`src/core/telegram_pkg.sv`:
```
// shared constants and carrier types of the sensor telegram interpreter
package telegram_pkg;

    // ----------------------------------------------------------------
    // identity of the link and the cyclic image
    // ----------------------------------------------------------------
    localparam logic [7:0]  ASSEMBLY_ID     = 8'h66;
    localparam logic [15:0] TCP_PORT        = 16'hC350;

    // ----------------------------------------------------------------
    // characters and command codes
    // ----------------------------------------------------------------
    localparam logic [7:0]  CH_CR           = 8'h0D;
    localparam logic [7:0]  CH_LF           = 8'h0A;
    localparam logic [7:0]  CH_COMMA        = 8'h2C;
    localparam logic [7:0]  CH_ZERO         = 8'h30;
    localparam logic [7:0]  CH_NINE         = 8'h39;
    localparam logic [7:0]  CH_UP_A         = 8'h41;
    localparam logic [7:0]  CH_UP_F         = 8'h46;
    localparam logic [7:0]  CH_LO_A         = 8'h61;
    localparam logic [7:0]  CH_LO_F         = 8'h66;
    localparam logic [7:0]  HEX_TEN         = 8'h0A;
    localparam logic [15:0] CMD_CLEAR_STATS = 16'h4353;
    localparam logic [15:0] CMD_GET_RESULT  = 16'h4744;
    localparam logic [15:0] CMD_JOB_LOAD    = 16'h474A;

    // ----------------------------------------------------------------
    // image byte offsets and bit positions
    // ----------------------------------------------------------------
    localparam logic [7:0]  IMG_STATUS      = 8'h00;
    localparam logic [7:0]  IMG_JOB         = 8'h02;
    localparam logic [7:0]  IMG_TEMP        = 8'h04;
    localparam logic [7:0]  IMG_ALARM       = 8'h06;
    localparam logic [7:0]  IMG_RESULT      = 8'h08;
    localparam logic [7:0]  IMG_ID          = 8'h0A;
    localparam logic [7:0]  IMG_LEN         = 8'h0C;
    localparam logic [7:0]  IMG_DATA        = 8'h0E;
    localparam logic [7:0]  IMG_DATA_LAST   = 8'h8D;
    localparam int          ST_SETUP        = 3;
    localparam int          ST_BUSY         = 1;
    localparam int          ST_TRIGGER      = 0;
    localparam int          RES_PASS        = 0;
    localparam int          RES_FAIL        = 1;

    // ----------------------------------------------------------------
    // jobs, payload and reply layout
    // ----------------------------------------------------------------
    localparam logic [7:0]  JOB_FIRST       = 8'h01;
    localparam logic [7:0]  JOB_LAST        = 8'h20;
    localparam logic [7:0]  JOB_BYTES       = 8'h04;
    localparam int          JOB_WORDS       = 128;
    localparam int          CODE_BYTES      = 4;
    localparam logic [15:0] PAYLOAD_LEN     = 16'h0008;
    localparam int          FIFO_DEPTH      = 8;
    localparam int          PREFIX_LEN      = 2;
    localparam int          RD_CODE_AT      = PREFIX_LEN;
    localparam int          RD_COMMA_AT     = RD_CODE_AT + 2 * CODE_BYTES;
    localparam int          RD_EXP_AT       = RD_COMMA_AT + 1;
    localparam int          BD_COMMA_AT     = PREFIX_LEN + 2;
    localparam int          BD_DATA_AT      = BD_COMMA_AT + 1;
    localparam logic [4:0]  ACK_LEN         = 5'd3;
    localparam logic [4:0]  RD_LEN          = 5'd19;
    localparam logic [4:0]  BD_LEN          = 5'd9;
    localparam logic [4:0]  ERR_LEN         = 5'd23;
    localparam logic [23:0]  ACK_TEXT       = "ACK";
    localparam logic [15:0]  RD_TEXT        = "RD";
    localparam logic [15:0]  BD_TEXT        = "BD";
    localparam logic [183:0] ERR_TEXT       = "ERRGetJob,Index refused";

    // ----------------------------------------------------------------
    // types
    // ----------------------------------------------------------------
    typedef enum logic [1:0] {MSG_ACK, MSG_RESULT, MSG_BINARY, MSG_ERROR} msg_t;

    typedef struct packed {
        logic       valid;
        logic [7:0] data;
    } byte_stream_t;

    typedef struct packed {
        logic        setup;
        logic        busy;
        logic        trigger_ready;
        logic [15:0] running_job_number;
        logic [15:0] temperature;
        logic [15:0] alarm;
    } sensor_status_t;

    typedef struct packed {
        logic        valid;
        logic        pass;
        logic        fail;
        logic [31:0] read_code;
        logic [31:0] expected_code;
    } result_t;

    typedef struct packed {
        logic       valid;
        logic [6:0] addr;
        logic [7:0] data;
    } job_write_t;

endpackage

```
`src/core/sensor_telegram_interpreter.sv`:
```
// telegram parser, reply generator and cyclic input image of the sensor
`timescale 1ns/100ps
`default_nettype none
module sensor_telegram_interpreter (
    // clock and reset
    input  wire logic                        clock_in,
    input  wire logic                        rst_in,
    // tcp byte streams
    input  wire telegram_pkg::byte_stream_t  rx_in,
    output logic                             rx_ready_out,
    output telegram_pkg::byte_stream_t       tx_out,
    input  wire logic                        tx_ready_in,
    input  wire logic                        conn_up_in,
    // sensor side
    input  wire logic                        on_request_in,
    input  wire logic                        job_lock_in,
    input  wire telegram_pkg::sensor_status_t status_in,
    input  wire telegram_pkg::result_t       result_in,
    input  wire telegram_pkg::job_write_t    job_wr_in,
    output logic                             stats_clear_out,
    output logic [15:0]                      result_count_out,
    // cyclic image
    input  wire logic [7:0]                  image_addr_in,
    output logic [7:0]                       image_byte_out,
    output logic [7:0]                       assembly_id_out,
    output logic [15:0]                      tcp_port_out
);
    import telegram_pkg::*;

    typedef struct packed {
        logic [7:0]  c0;
        logic [7:0]  c1;
        logic [1:0]  ncnt;
        logic [7:0]  job;
        logic [1:0]  jchars;
        logic        jerr;
        logic        cmd_pend;
        logic [15:0] cmd;
        logic        job_ok;
        logic [4:0]  job_sel;
        logic        busy;
        msg_t        msg;
        logic [4:0]  idx;
        logic        rd_next;
        logic        rd_pend;
        logic [15:0] rid;
        logic [15:0] rlen;
        logic        pass;
        logic        fail;
        logic [31:0] rcode;
        logic [31:0] ecode;
        logic [15:0] rcount;
        logic        clr;
        logic        rx_rdy;
        logic [7:0]  img;
        logic [7:0]  asm_id;
        logic [15:0] port;
    } state_t;

    state_t      s;
    state_t      n;
    logic [7:0]  job_mem [0:JOB_WORDS-1];
    logic        tx_push;
    logic        tx_ready;
    logic        tx_last;
    logic [7:0]  tx_char;
    logic [4:0]  body;
    logic [3:0]  nib;
    logic        is_hex;
    logic [15:0] word;
    logic [63:0] codes;
    int          j;
    int          k;

    // ----------------------------------------------------------------
    // job store
    // ----------------------------------------------------------------
    always_ff @(posedge clock_in) begin
        if (job_wr_in.valid) begin
            job_mem[job_wr_in.addr] <= job_wr_in.data;
        end
    end

    function automatic logic [7:0] hex_char(input logic [3:0] v);
        return (v < HEX_TEN[3:0]) ? CH_ZERO + {4'h0, v} : CH_UP_A + {4'h0, v} - HEX_TEN;
    endfunction

    // ----------------------------------------------------------------
    // next state
    // ----------------------------------------------------------------
    always_comb begin
        n       = s;
        n.clr   = 1'b0;
        j       = int'(s.idx);
        k       = 0;
        nib     = 4'h0;
        is_hex  = 1'b0;
        word    = 16'h0000;
        codes   = {s.rcode, s.ecode};
        tx_char = 8'h00;
        tx_last = 1'b0;

        // receive side: two code bytes then hex parameter characters
        if (rx_in.valid && s.rx_rdy) begin
            if (rx_in.data == CH_CR || rx_in.data == CH_LF) begin
                if (s.ncnt != 2'd0) begin
                    n.cmd_pend = 1'b1;
                    n.cmd      = (s.ncnt == 2'd1) ? {s.c0, 8'h00} : {s.c0, s.c1};
                    n.job_ok   = !s.jerr && s.jchars != 2'd0 && !job_lock_in
                                 && s.job >= JOB_FIRST && s.job <= JOB_LAST;
                    n.job_sel  = 5'(s.job - JOB_FIRST);
                end
                n.ncnt   = 2'd0;
                n.job    = 8'h00;
                n.jchars = 2'd0;
                n.jerr   = 1'b0;
            end else begin
                if (rx_in.data >= CH_ZERO && rx_in.data <= CH_NINE) begin
                    is_hex = 1'b1;
                    nib    = 4'(rx_in.data - CH_ZERO);
                end else if (rx_in.data >= CH_UP_A && rx_in.data <= CH_UP_F) begin
                    is_hex = 1'b1;
                    nib    = 4'(rx_in.data - CH_UP_A + HEX_TEN);
                end else if (rx_in.data >= CH_LO_A && rx_in.data <= CH_LO_F) begin
                    is_hex = 1'b1;
                    nib    = 4'(rx_in.data - CH_LO_A + HEX_TEN);
                end
                unique case (s.ncnt)
                    2'd0: n.c0 = rx_in.data;
                    2'd1: n.c1 = rx_in.data;
                    default: begin
                        if (!is_hex || s.jchars == 2'd2) begin
                            n.jerr = 1'b1;
                        end else begin
                            n.job    = {s.job[3:0], nib};
                            n.jchars = s.jchars + 2'd1;
                        end
                    end
                endcase
                if (s.ncnt != 2'd3) begin
                    n.ncnt = s.ncnt + 2'd1;
                end
            end
        end

        // reply character for the current position
        unique case (s.msg)
            MSG_ACK:    body = ACK_LEN;
            MSG_RESULT: body = RD_LEN;
            MSG_BINARY: body = BD_LEN;
            MSG_ERROR:  body = ERR_LEN;
        endcase
        if (s.idx == body) begin
            tx_char = CH_CR;
        end else if (s.idx == body + 5'd1) begin
            tx_char = CH_LF;
            tx_last = 1'b1;
        end else begin
            unique case (s.msg)
                MSG_ACK:   tx_char = ACK_TEXT[8 * (int'(ACK_LEN) - 1 - j) +: 8];
                MSG_ERROR: tx_char = ERR_TEXT[8 * (int'(ERR_LEN) - 1 - j) +: 8];
                MSG_RESULT: begin
                    if (j < RD_CODE_AT) begin
                        tx_char = RD_TEXT[8 * (PREFIX_LEN - 1 - j) +: 8];
                    end else if (j < RD_COMMA_AT) begin
                        k       = j - RD_CODE_AT;
                        tx_char = hex_char(s.rcode[4 * (2 * CODE_BYTES - 1 - k) +: 4]);
                    end else if (j == RD_COMMA_AT) begin
                        tx_char = CH_COMMA;
                    end else begin
                        k       = j - RD_EXP_AT;
                        tx_char = hex_char(s.ecode[4 * (2 * CODE_BYTES - 1 - k) +: 4]);
                    end
                end
                MSG_BINARY: begin
                    if (j < PREFIX_LEN) begin
                        tx_char = BD_TEXT[8 * (PREFIX_LEN - 1 - j) +: 8];
                    end else if (j == PREFIX_LEN) begin
                        tx_char = hex_char(JOB_BYTES[7:4]);
                    end else if (j < BD_COMMA_AT) begin
                        tx_char = hex_char(JOB_BYTES[3:0]);
                    end else if (j == BD_COMMA_AT) begin
                        tx_char = CH_COMMA;
                    end else begin
                        k       = j - BD_DATA_AT;
                        tx_char = job_mem[{s.job_sel, 2'(k)}];
                    end
                end
            endcase
        end
        tx_push = s.busy;

        // reply sequencer: command answers first, then pending results
        if (!s.busy) begin
            if (s.cmd_pend) begin
                n.cmd_pend = 1'b0;
                n.idx      = 5'd0;
                unique case (s.cmd)
                    CMD_CLEAR_STATS: begin
                        n.clr    = 1'b1;
                        n.rcount = 16'h0000;
                        n.msg    = MSG_ACK;
                        n.busy   = 1'b1;
                    end
                    CMD_GET_RESULT: begin
                        n.msg     = MSG_ACK;
                        n.rd_next = 1'b1;
                        n.busy    = 1'b1;
                    end
                    CMD_JOB_LOAD: begin
                        n.msg  = s.job_ok ? MSG_BINARY : MSG_ERROR;
                        n.busy = 1'b1;
                    end
                    default: n.busy = 1'b0;
                endcase
            end else if (s.rd_pend) begin
                n.rd_pend = 1'b0;
                n.msg     = MSG_RESULT;
                n.idx     = 5'd0;
                n.busy    = 1'b1;
            end
        end else if (tx_ready) begin
            n.idx = s.idx + 5'd1;
            if (tx_last) begin
                n.idx = 5'd0;
                if (s.rd_next) begin
                    n.rd_next = 1'b0;
                    n.msg     = MSG_RESULT;
                end else begin
                    n.busy = 1'b0;
                end
            end
        end

        // results: a new one wins over a clear in the same cycle
        if (!conn_up_in) begin
            n.rd_pend = 1'b0;
        end
        if (result_in.valid) begin
            n.rid    = s.rid + 16'h0001;
            n.rlen   = PAYLOAD_LEN;
            n.pass   = result_in.pass;
            n.fail   = result_in.fail;
            n.rcode  = result_in.read_code;
            n.ecode  = result_in.expected_code;
            n.rcount = n.rcount + 16'h0001;
            if (conn_up_in && !on_request_in) begin
                n.rd_pend = 1'b1;
            end
        end
        n.rx_rdy = !n.cmd_pend;

        // cyclic image read port, even offsets hold the low byte
        unique case (image_addr_in[7:1])
            IMG_STATUS[7:1]: begin
                word[ST_SETUP]   = status_in.setup;
                word[ST_BUSY]    = status_in.busy;
                word[ST_TRIGGER] = status_in.trigger_ready;
            end
            IMG_JOB[7:1]:    word = status_in.running_job_number;
            IMG_TEMP[7:1]:   word = status_in.temperature;
            IMG_ALARM[7:1]:  word = status_in.alarm;
            IMG_RESULT[7:1]: begin
                word[RES_PASS] = s.pass;
                word[RES_FAIL] = s.fail;
            end
            IMG_ID[7:1]:     word = s.rid;
            IMG_LEN[7:1]:    word = s.rlen;
            default:         word = 16'h0000;
        endcase
        n.img = image_addr_in[0] ? word[15:8] : word[7:0];
        if (image_addr_in >= IMG_DATA && image_addr_in <= IMG_DATA_LAST) begin
            n.img = 8'h00;
            if (16'(image_addr_in - IMG_DATA) < s.rlen) begin
                k     = int'(image_addr_in - IMG_DATA);
                n.img = codes[8 * (2 * CODE_BYTES - 1 - k) +: 8];
            end
        end
        n.asm_id = ASSEMBLY_ID;
        n.port   = TCP_PORT;
    end

    always_ff @(posedge clock_in) begin
        if (rst_in) begin
            s <= '0;
        end else begin
            s <= n;
        end
    end

    // ----------------------------------------------------------------
    // transmit buffer and outputs
    // ----------------------------------------------------------------
    byte_fifo #(
        .WIDTH (8),
        .DEPTH (FIFO_DEPTH)
    ) tx_fifo (
        .clock_in      (clock_in),
        .rst_in        (rst_in),
        .in_valid_in   (tx_push),
        .in_data_in    (tx_char),
        .in_ready_out  (tx_ready),
        .out_valid_out (tx_out.valid),
        .out_data_out  (tx_out.data),
        .out_ready_in  (tx_ready_in)
    );

    assign rx_ready_out     = s.rx_rdy;
    assign stats_clear_out  = s.clr;
    assign result_count_out = s.rcount;
    assign image_byte_out   = s.img;
    assign assembly_id_out  = s.asm_id;
    assign tcp_port_out     = s.port;
endmodule
`default_nettype wire

```
`src/core/byte_fifo.sv`:
```
// shift-register fifo whose head sits in a flip-flop
`timescale 1ns/100ps
`default_nettype none
module byte_fifo #(
    parameter int WIDTH = 8,
    parameter int DEPTH = 8
) (
    // clock and reset
    input  wire logic             clock_in,
    input  wire logic             rst_in,
    // filling side
    input  wire logic             in_valid_in,
    input  wire logic [WIDTH-1:0] in_data_in,
    output logic                  in_ready_out,
    // draining side
    output logic                  out_valid_out,
    output logic [WIDTH-1:0]      out_data_out,
    input  wire logic             out_ready_in
);
    localparam int          CW   = $clog2(DEPTH + 1);
    localparam logic [CW-1:0] FULL = CW'(DEPTH);

    typedef struct packed {
        logic [DEPTH-1:0][WIDTH-1:0] mem;
        logic [CW-1:0]               count;
        logic                        valid;
    } fifo_t;

    fifo_t s;
    fifo_t n;

    assign in_ready_out  = (s.count != FULL);
    assign out_valid_out = s.valid;
    assign out_data_out  = s.mem[0];

    always_comb begin
        n = s;
        if (s.valid && out_ready_in) begin
            n.mem   = s.mem >> WIDTH;
            n.count = s.count - 1'b1;
        end
        if (in_valid_in && in_ready_out) begin
            n.mem[n.count] = in_data_in;
            n.count        = n.count + 1'b1;
        end
        n.valid = (n.count != '0);
    end

    always_ff @(posedge clock_in) begin
        if (rst_in) begin
            s <= '0;
        end else begin
            s <= n;
        end
    end
endmodule
`default_nettype wire

```
`config.mk`:
```
export PLATFORM = sky130hd
export DESIGN_NAME = sensor_telegram_interpreter
export DESIGN_NICKNAME = d
export VERILOG_FILES = /design/src/core/telegram_pkg.sv /design/src/core/sensor_telegram_interpreter.sv /design/src/core/byte_fifo.sv
export SDC_FILE = /design/constraint.sdc
export NUM_CORES = 2
export LEC_CHECK = 0
export ABC_CLOCK_PERIOD_IN_PS = 11750
export BUFFER_PORTS_ARGS = -buffer_cell sky130_fd_sc_hd__buf_2
export CELL_PAD_IN_SITES_DETAIL_PLACEMENT = 2
export CELL_PAD_IN_SITES_GLOBAL_PLACEMENT = 2
export CORE_MARGIN = 1.5
export CORE_UTILIZATION = 50
export CTS_CLUSTER_SIZE = 40
export DETAILED_ROUTE_END_ITERATION = 16
export PLACE_DENSITY = 0.93
export SLEW_MARGIN = 20
export SYNTH_ARGS = -nofsm -noshare
export SYNTH_HDL_FRONTEND = slang
export SYNTH_SLANG_ARGS = --single-unit
```
`constraint.sdc`:
```
create_clock -name clock_in -period 11.75 [get_ports clock_in]
set_input_delay 0.5875 -clock clock_in [delete_from_list [all_inputs] [get_ports clock_in]]
set_output_delay 0.5875 -clock clock_in [all_outputs]
set_load 0.005 [all_outputs]
```
==> results.yml <==
place:
  io_buffers: 201
  dp.final_hpwl_mm: 129
  routability_congestion: 0.890
  pre_cts_ws_ps: 5970
critical_path:
  worstSetupStartpointType: "register"
  crit_family: "compound AO/OA/AOI/OAI gates"
  r2r_setup_slack_ps: 5610
  path_max_fanout: 48
  required_ps: 12330
  reg_to_reg_endpoint: "tx_fifo.s[55]"
  largest_stage_delay_worst_path_ps: 890
  cells_on_worst_reg2reg_path: 12
  crit-reg2reg-launch: "j[0]"
  cpMostUsedCell: "buf_4"
  timing.setup.critical_path_class: "reg2reg"
  worst-path-stages: 12
  cp_cell_sequence: "inv_2, ha_4, buf_4, buf_4, mux4_2, a22oi_1, a21boi_0, a2111oi_1, o22ai_1, a21o_1, o31ai_4, a211oi_1"
  crit_arrival_ps: 6720
  worstSetupEndpointType: "register"
  cp_slowest_cell: "a2111oi_1"
  critical_path.n_buffers_inverters: 3
final_layout:
  final_nets: 3728
  drive_above_1_share_pct: 23.5
  final_core_util_pct: 56.2
  area_growth_syn_to_fin_pct: 11.8
  final_common_cell: "edfxtp_1"
  most-common-layout-cells: "1024 x edfxtp_1, 305 x nor2_1, 300 x mux4_2"
timing:
  final.min_clock_period_ps: 6140
  relSlewSlack_pct: 14.9
  fmaxAchievable_mhz: 163
  skew_ps: 47.6
  final-max-slew-violation-count: 0
  setup_total_negative_slack_ps: 0
  finalSetupViolations: 0
  fin_ws_ps: 5610
  timing_hold_violations_final: 0
  tightestPinTransition_ps: 1270
  final.period_utilization_pct: 52.2
  rsz_0062_raised_after_global_routing: "false"
global_route:
  grt_antenna_before_repair: 18
  grt_overflow_total: 0
  grt_first_pass_wirelength_mm: 308
  global_routing_usage_summed_across_all_routing_layers_pct: 40.5
  grt_start_max_net_pins: 161
  grt_pass1_vias: 37920
route:
  vias_cell: 7.18
  average_wire_per_cell_in_the_routed_design_um: 43.8
  route.met2.wl_mm: 106
  drc_errors: 0
  drt-total-wl_mm: 222
  number_of_drc_violations_after_detailed_routing_iteration_0: 4777
  first_pass_iters: 5
  wirelength_met1_mm: 77.6
  vias: 36388
  dr_wl_met3_mm: 22.1
  ant_nets: 0
  dr.max_layer_used: "met5"
clock_tree:
  cts.sinks: 1265
  root_buffer: "clkbuf_16"
  cts_hold_buf: 0
  clkSlewWorstSetupHoldPaths_ps: 70
  cts_tree: "built"
  numCtsBuffers: 137
  cts_repair_resize_count: 0
  clockBufferDepth: 3
  cts_max_level: 4
  cts.repair_timing.setup_buffer_count: 0
  clkLatencyLatePin_ps: 800
min_path:
  hold_path_startpoint: "result_in[6]"
  hp-class: "in2reg"
  hold_path_depth: 3
  endpoint_worst_hold: "codes[6]"
floorplanning:
  floorplan.initialDensity_pct: 50.3
  number_of_top_level_design_ports: 216
  core_region_area_mm2: 0.107
  floorplan.rows: 120
  die-width_um: 331
  die_area_mm2: 0.109
  fp.dieH_um: 331
job:
  drv.max_cap_violation_count: 0
power_and_ir_drop:
  p_leak_nw: 19.5
  power.ir.vdd_worst_mv: 0.158
  power_density_mw_per_mm2: 168
logic_synthesis:
  synth_seq_area_share_pct: 66.3
  async_set_or_reset_flop_fraction_in_the_synthesized_netlist_pct: 0
  yosys.area.top_type: "edfxtp_1"
  synth_top_cell_area_share_pct: 57.3
  synth_seq_cells: 1265
  postSynthCellCount: 3408
  netlist-cell-type-count: 88
  yosysWarnings: 0
  ys_dominant_reg_cell: "edfxtp_1"
  synth_area_per_cell_um2: 15.8
  edff_count_synth: 1024
  synth.top_cells.by_area: "edfxtp_1 57%, mux4_2 13%, dfxtp_1 9.0%, mux2i_1 3.1%, nor2_1 2.4%"
  synth.cell_area_mm2: 0.0537
status:
  status: "finished, final reports clean"
## Yosys cell counts, types with 6 or more instances
library cell / n
o32a_1: 7
nand3_1: 75
mux2_2: 27
buf_6: 15
a211oi_1: 105
or3_1: 12
and3_1: 54
a21o_1: 7
inv_1: 24
and2_1: 12
ha_1: 28
nand2b_1: 12
and4_1: 6
a32oi_1: 7
nor4_1: 13
o21ai_0: 53
clkbuf_1: 128
nor3_1: 50
mux4_2: 300
nand3b_1: 8
mux2i_1: 165
a31oi_1: 15
buf_4: 82
nor2_1: 339
xor2_1: 19
a21oi_1: 83
buf_2: 37
edfxtp_1: 1024
o31ai_1: 6
a221o_1: 7
dfxtp_1: 241
nand2_1: 159
a22oi_1: 41
buf_1: 13
xnor2_1: 23
nand4_1: 27
o311a_1: 8
a221oi_1: 10
o211ai_1: 12
o21a_1: 6
nor2b_1: 32
o22ai_1: 7
nor3b_1: 23
## cell type report
cell class	instances	area (µm²)
repair buffers	259	1510
multi-input cells	1853	16700
fillers	9189	46700
well taps	1403	1760
diodes	12	30.0
inverters	27	101
clock buffers	167	3610
flip-flops and latches	1265	35600
clock inverters	80	702
## per-stage QoR
stage | std cells | cell area (µm²) | power, mW | hold WS [ps]
finish | 5066 | 60000 | 10.1 | 52.3
global route | 5057 | 60000 | 10.2 | 74.3
CTS | 5053 | 59800 | 10.0 | 20.6
detailed placement | 4806 | 55500 | 5.68 | 451
global placement | 4805 | 55500 | 5.61 | 437
floorplan | 3421 | 53700 | 5.40 | 432
## worst max path at each step
| stage | start | to | slack (ps) |
|---|---|---|---|
| 6_report | j[0] | tx_fifo.s[55] | 5610 |
| 5_1_grt | j[0] | tx_fifo.s[64] | 5490 |
| 4_1_cts | j[0] | tx_fifo.s[39] | 5580 |
| 3_5_place_dp | j[0] | tx_fifo.s[64] | 5970 |
| 3_3_place_gp | j[0] | tx_fifo.s[64] | 6310 |
| 2_1_floorplan | j[0] | tx_fifo.s[64] | 7470 |
## tightest hold or removal path, stage by stage
cell	delay (ps)
buf_2	70
mux2i_1	60
nor2_1	80
## state kept, by name, indices dropped and copies added (netlist names)
register	cells
s	75
tx_fifo.out_data_out	8
image_byte_out	8
j	5
stats_clear_out	1
result_count_out	16
assembly_id_out	1
codes	64
rx_ready_out	1
tx_fifo.s	60
tx_push	1
tx_fifo.out_valid_out	1
job_mem	1024
## layer usage
metal	vias up	track usage (%)
met4	22	23.8
met2	2913	66.6
met5	-	0
li1	13675	-
met3	858	9.53
met1	18920	49.1
## kinds of logic after synthesis
group	after synthesis	synth area share, %
multiplexers	492	16.2
flip-flops	1265	66.3
adder cells (fa/ha/maj)	28	0.653
buffers and inverters	303	3.01
AND/OR/NAND/NOR	845	7.42
AO/OA/AOI/OAI	431	5.70
XOR/XNOR	43	0.716
other	1	0.00699
## power breakdown
group / total [mW] / switching (mW) / internal (mW)
clock network: 4.44 / 2.07 / 2.37
logic: 0.709 / 0.480 / 0.228
registers: 4.92 / 0.0407 / 4.88
Note: power is estimated with default switching activity, not from simulation.
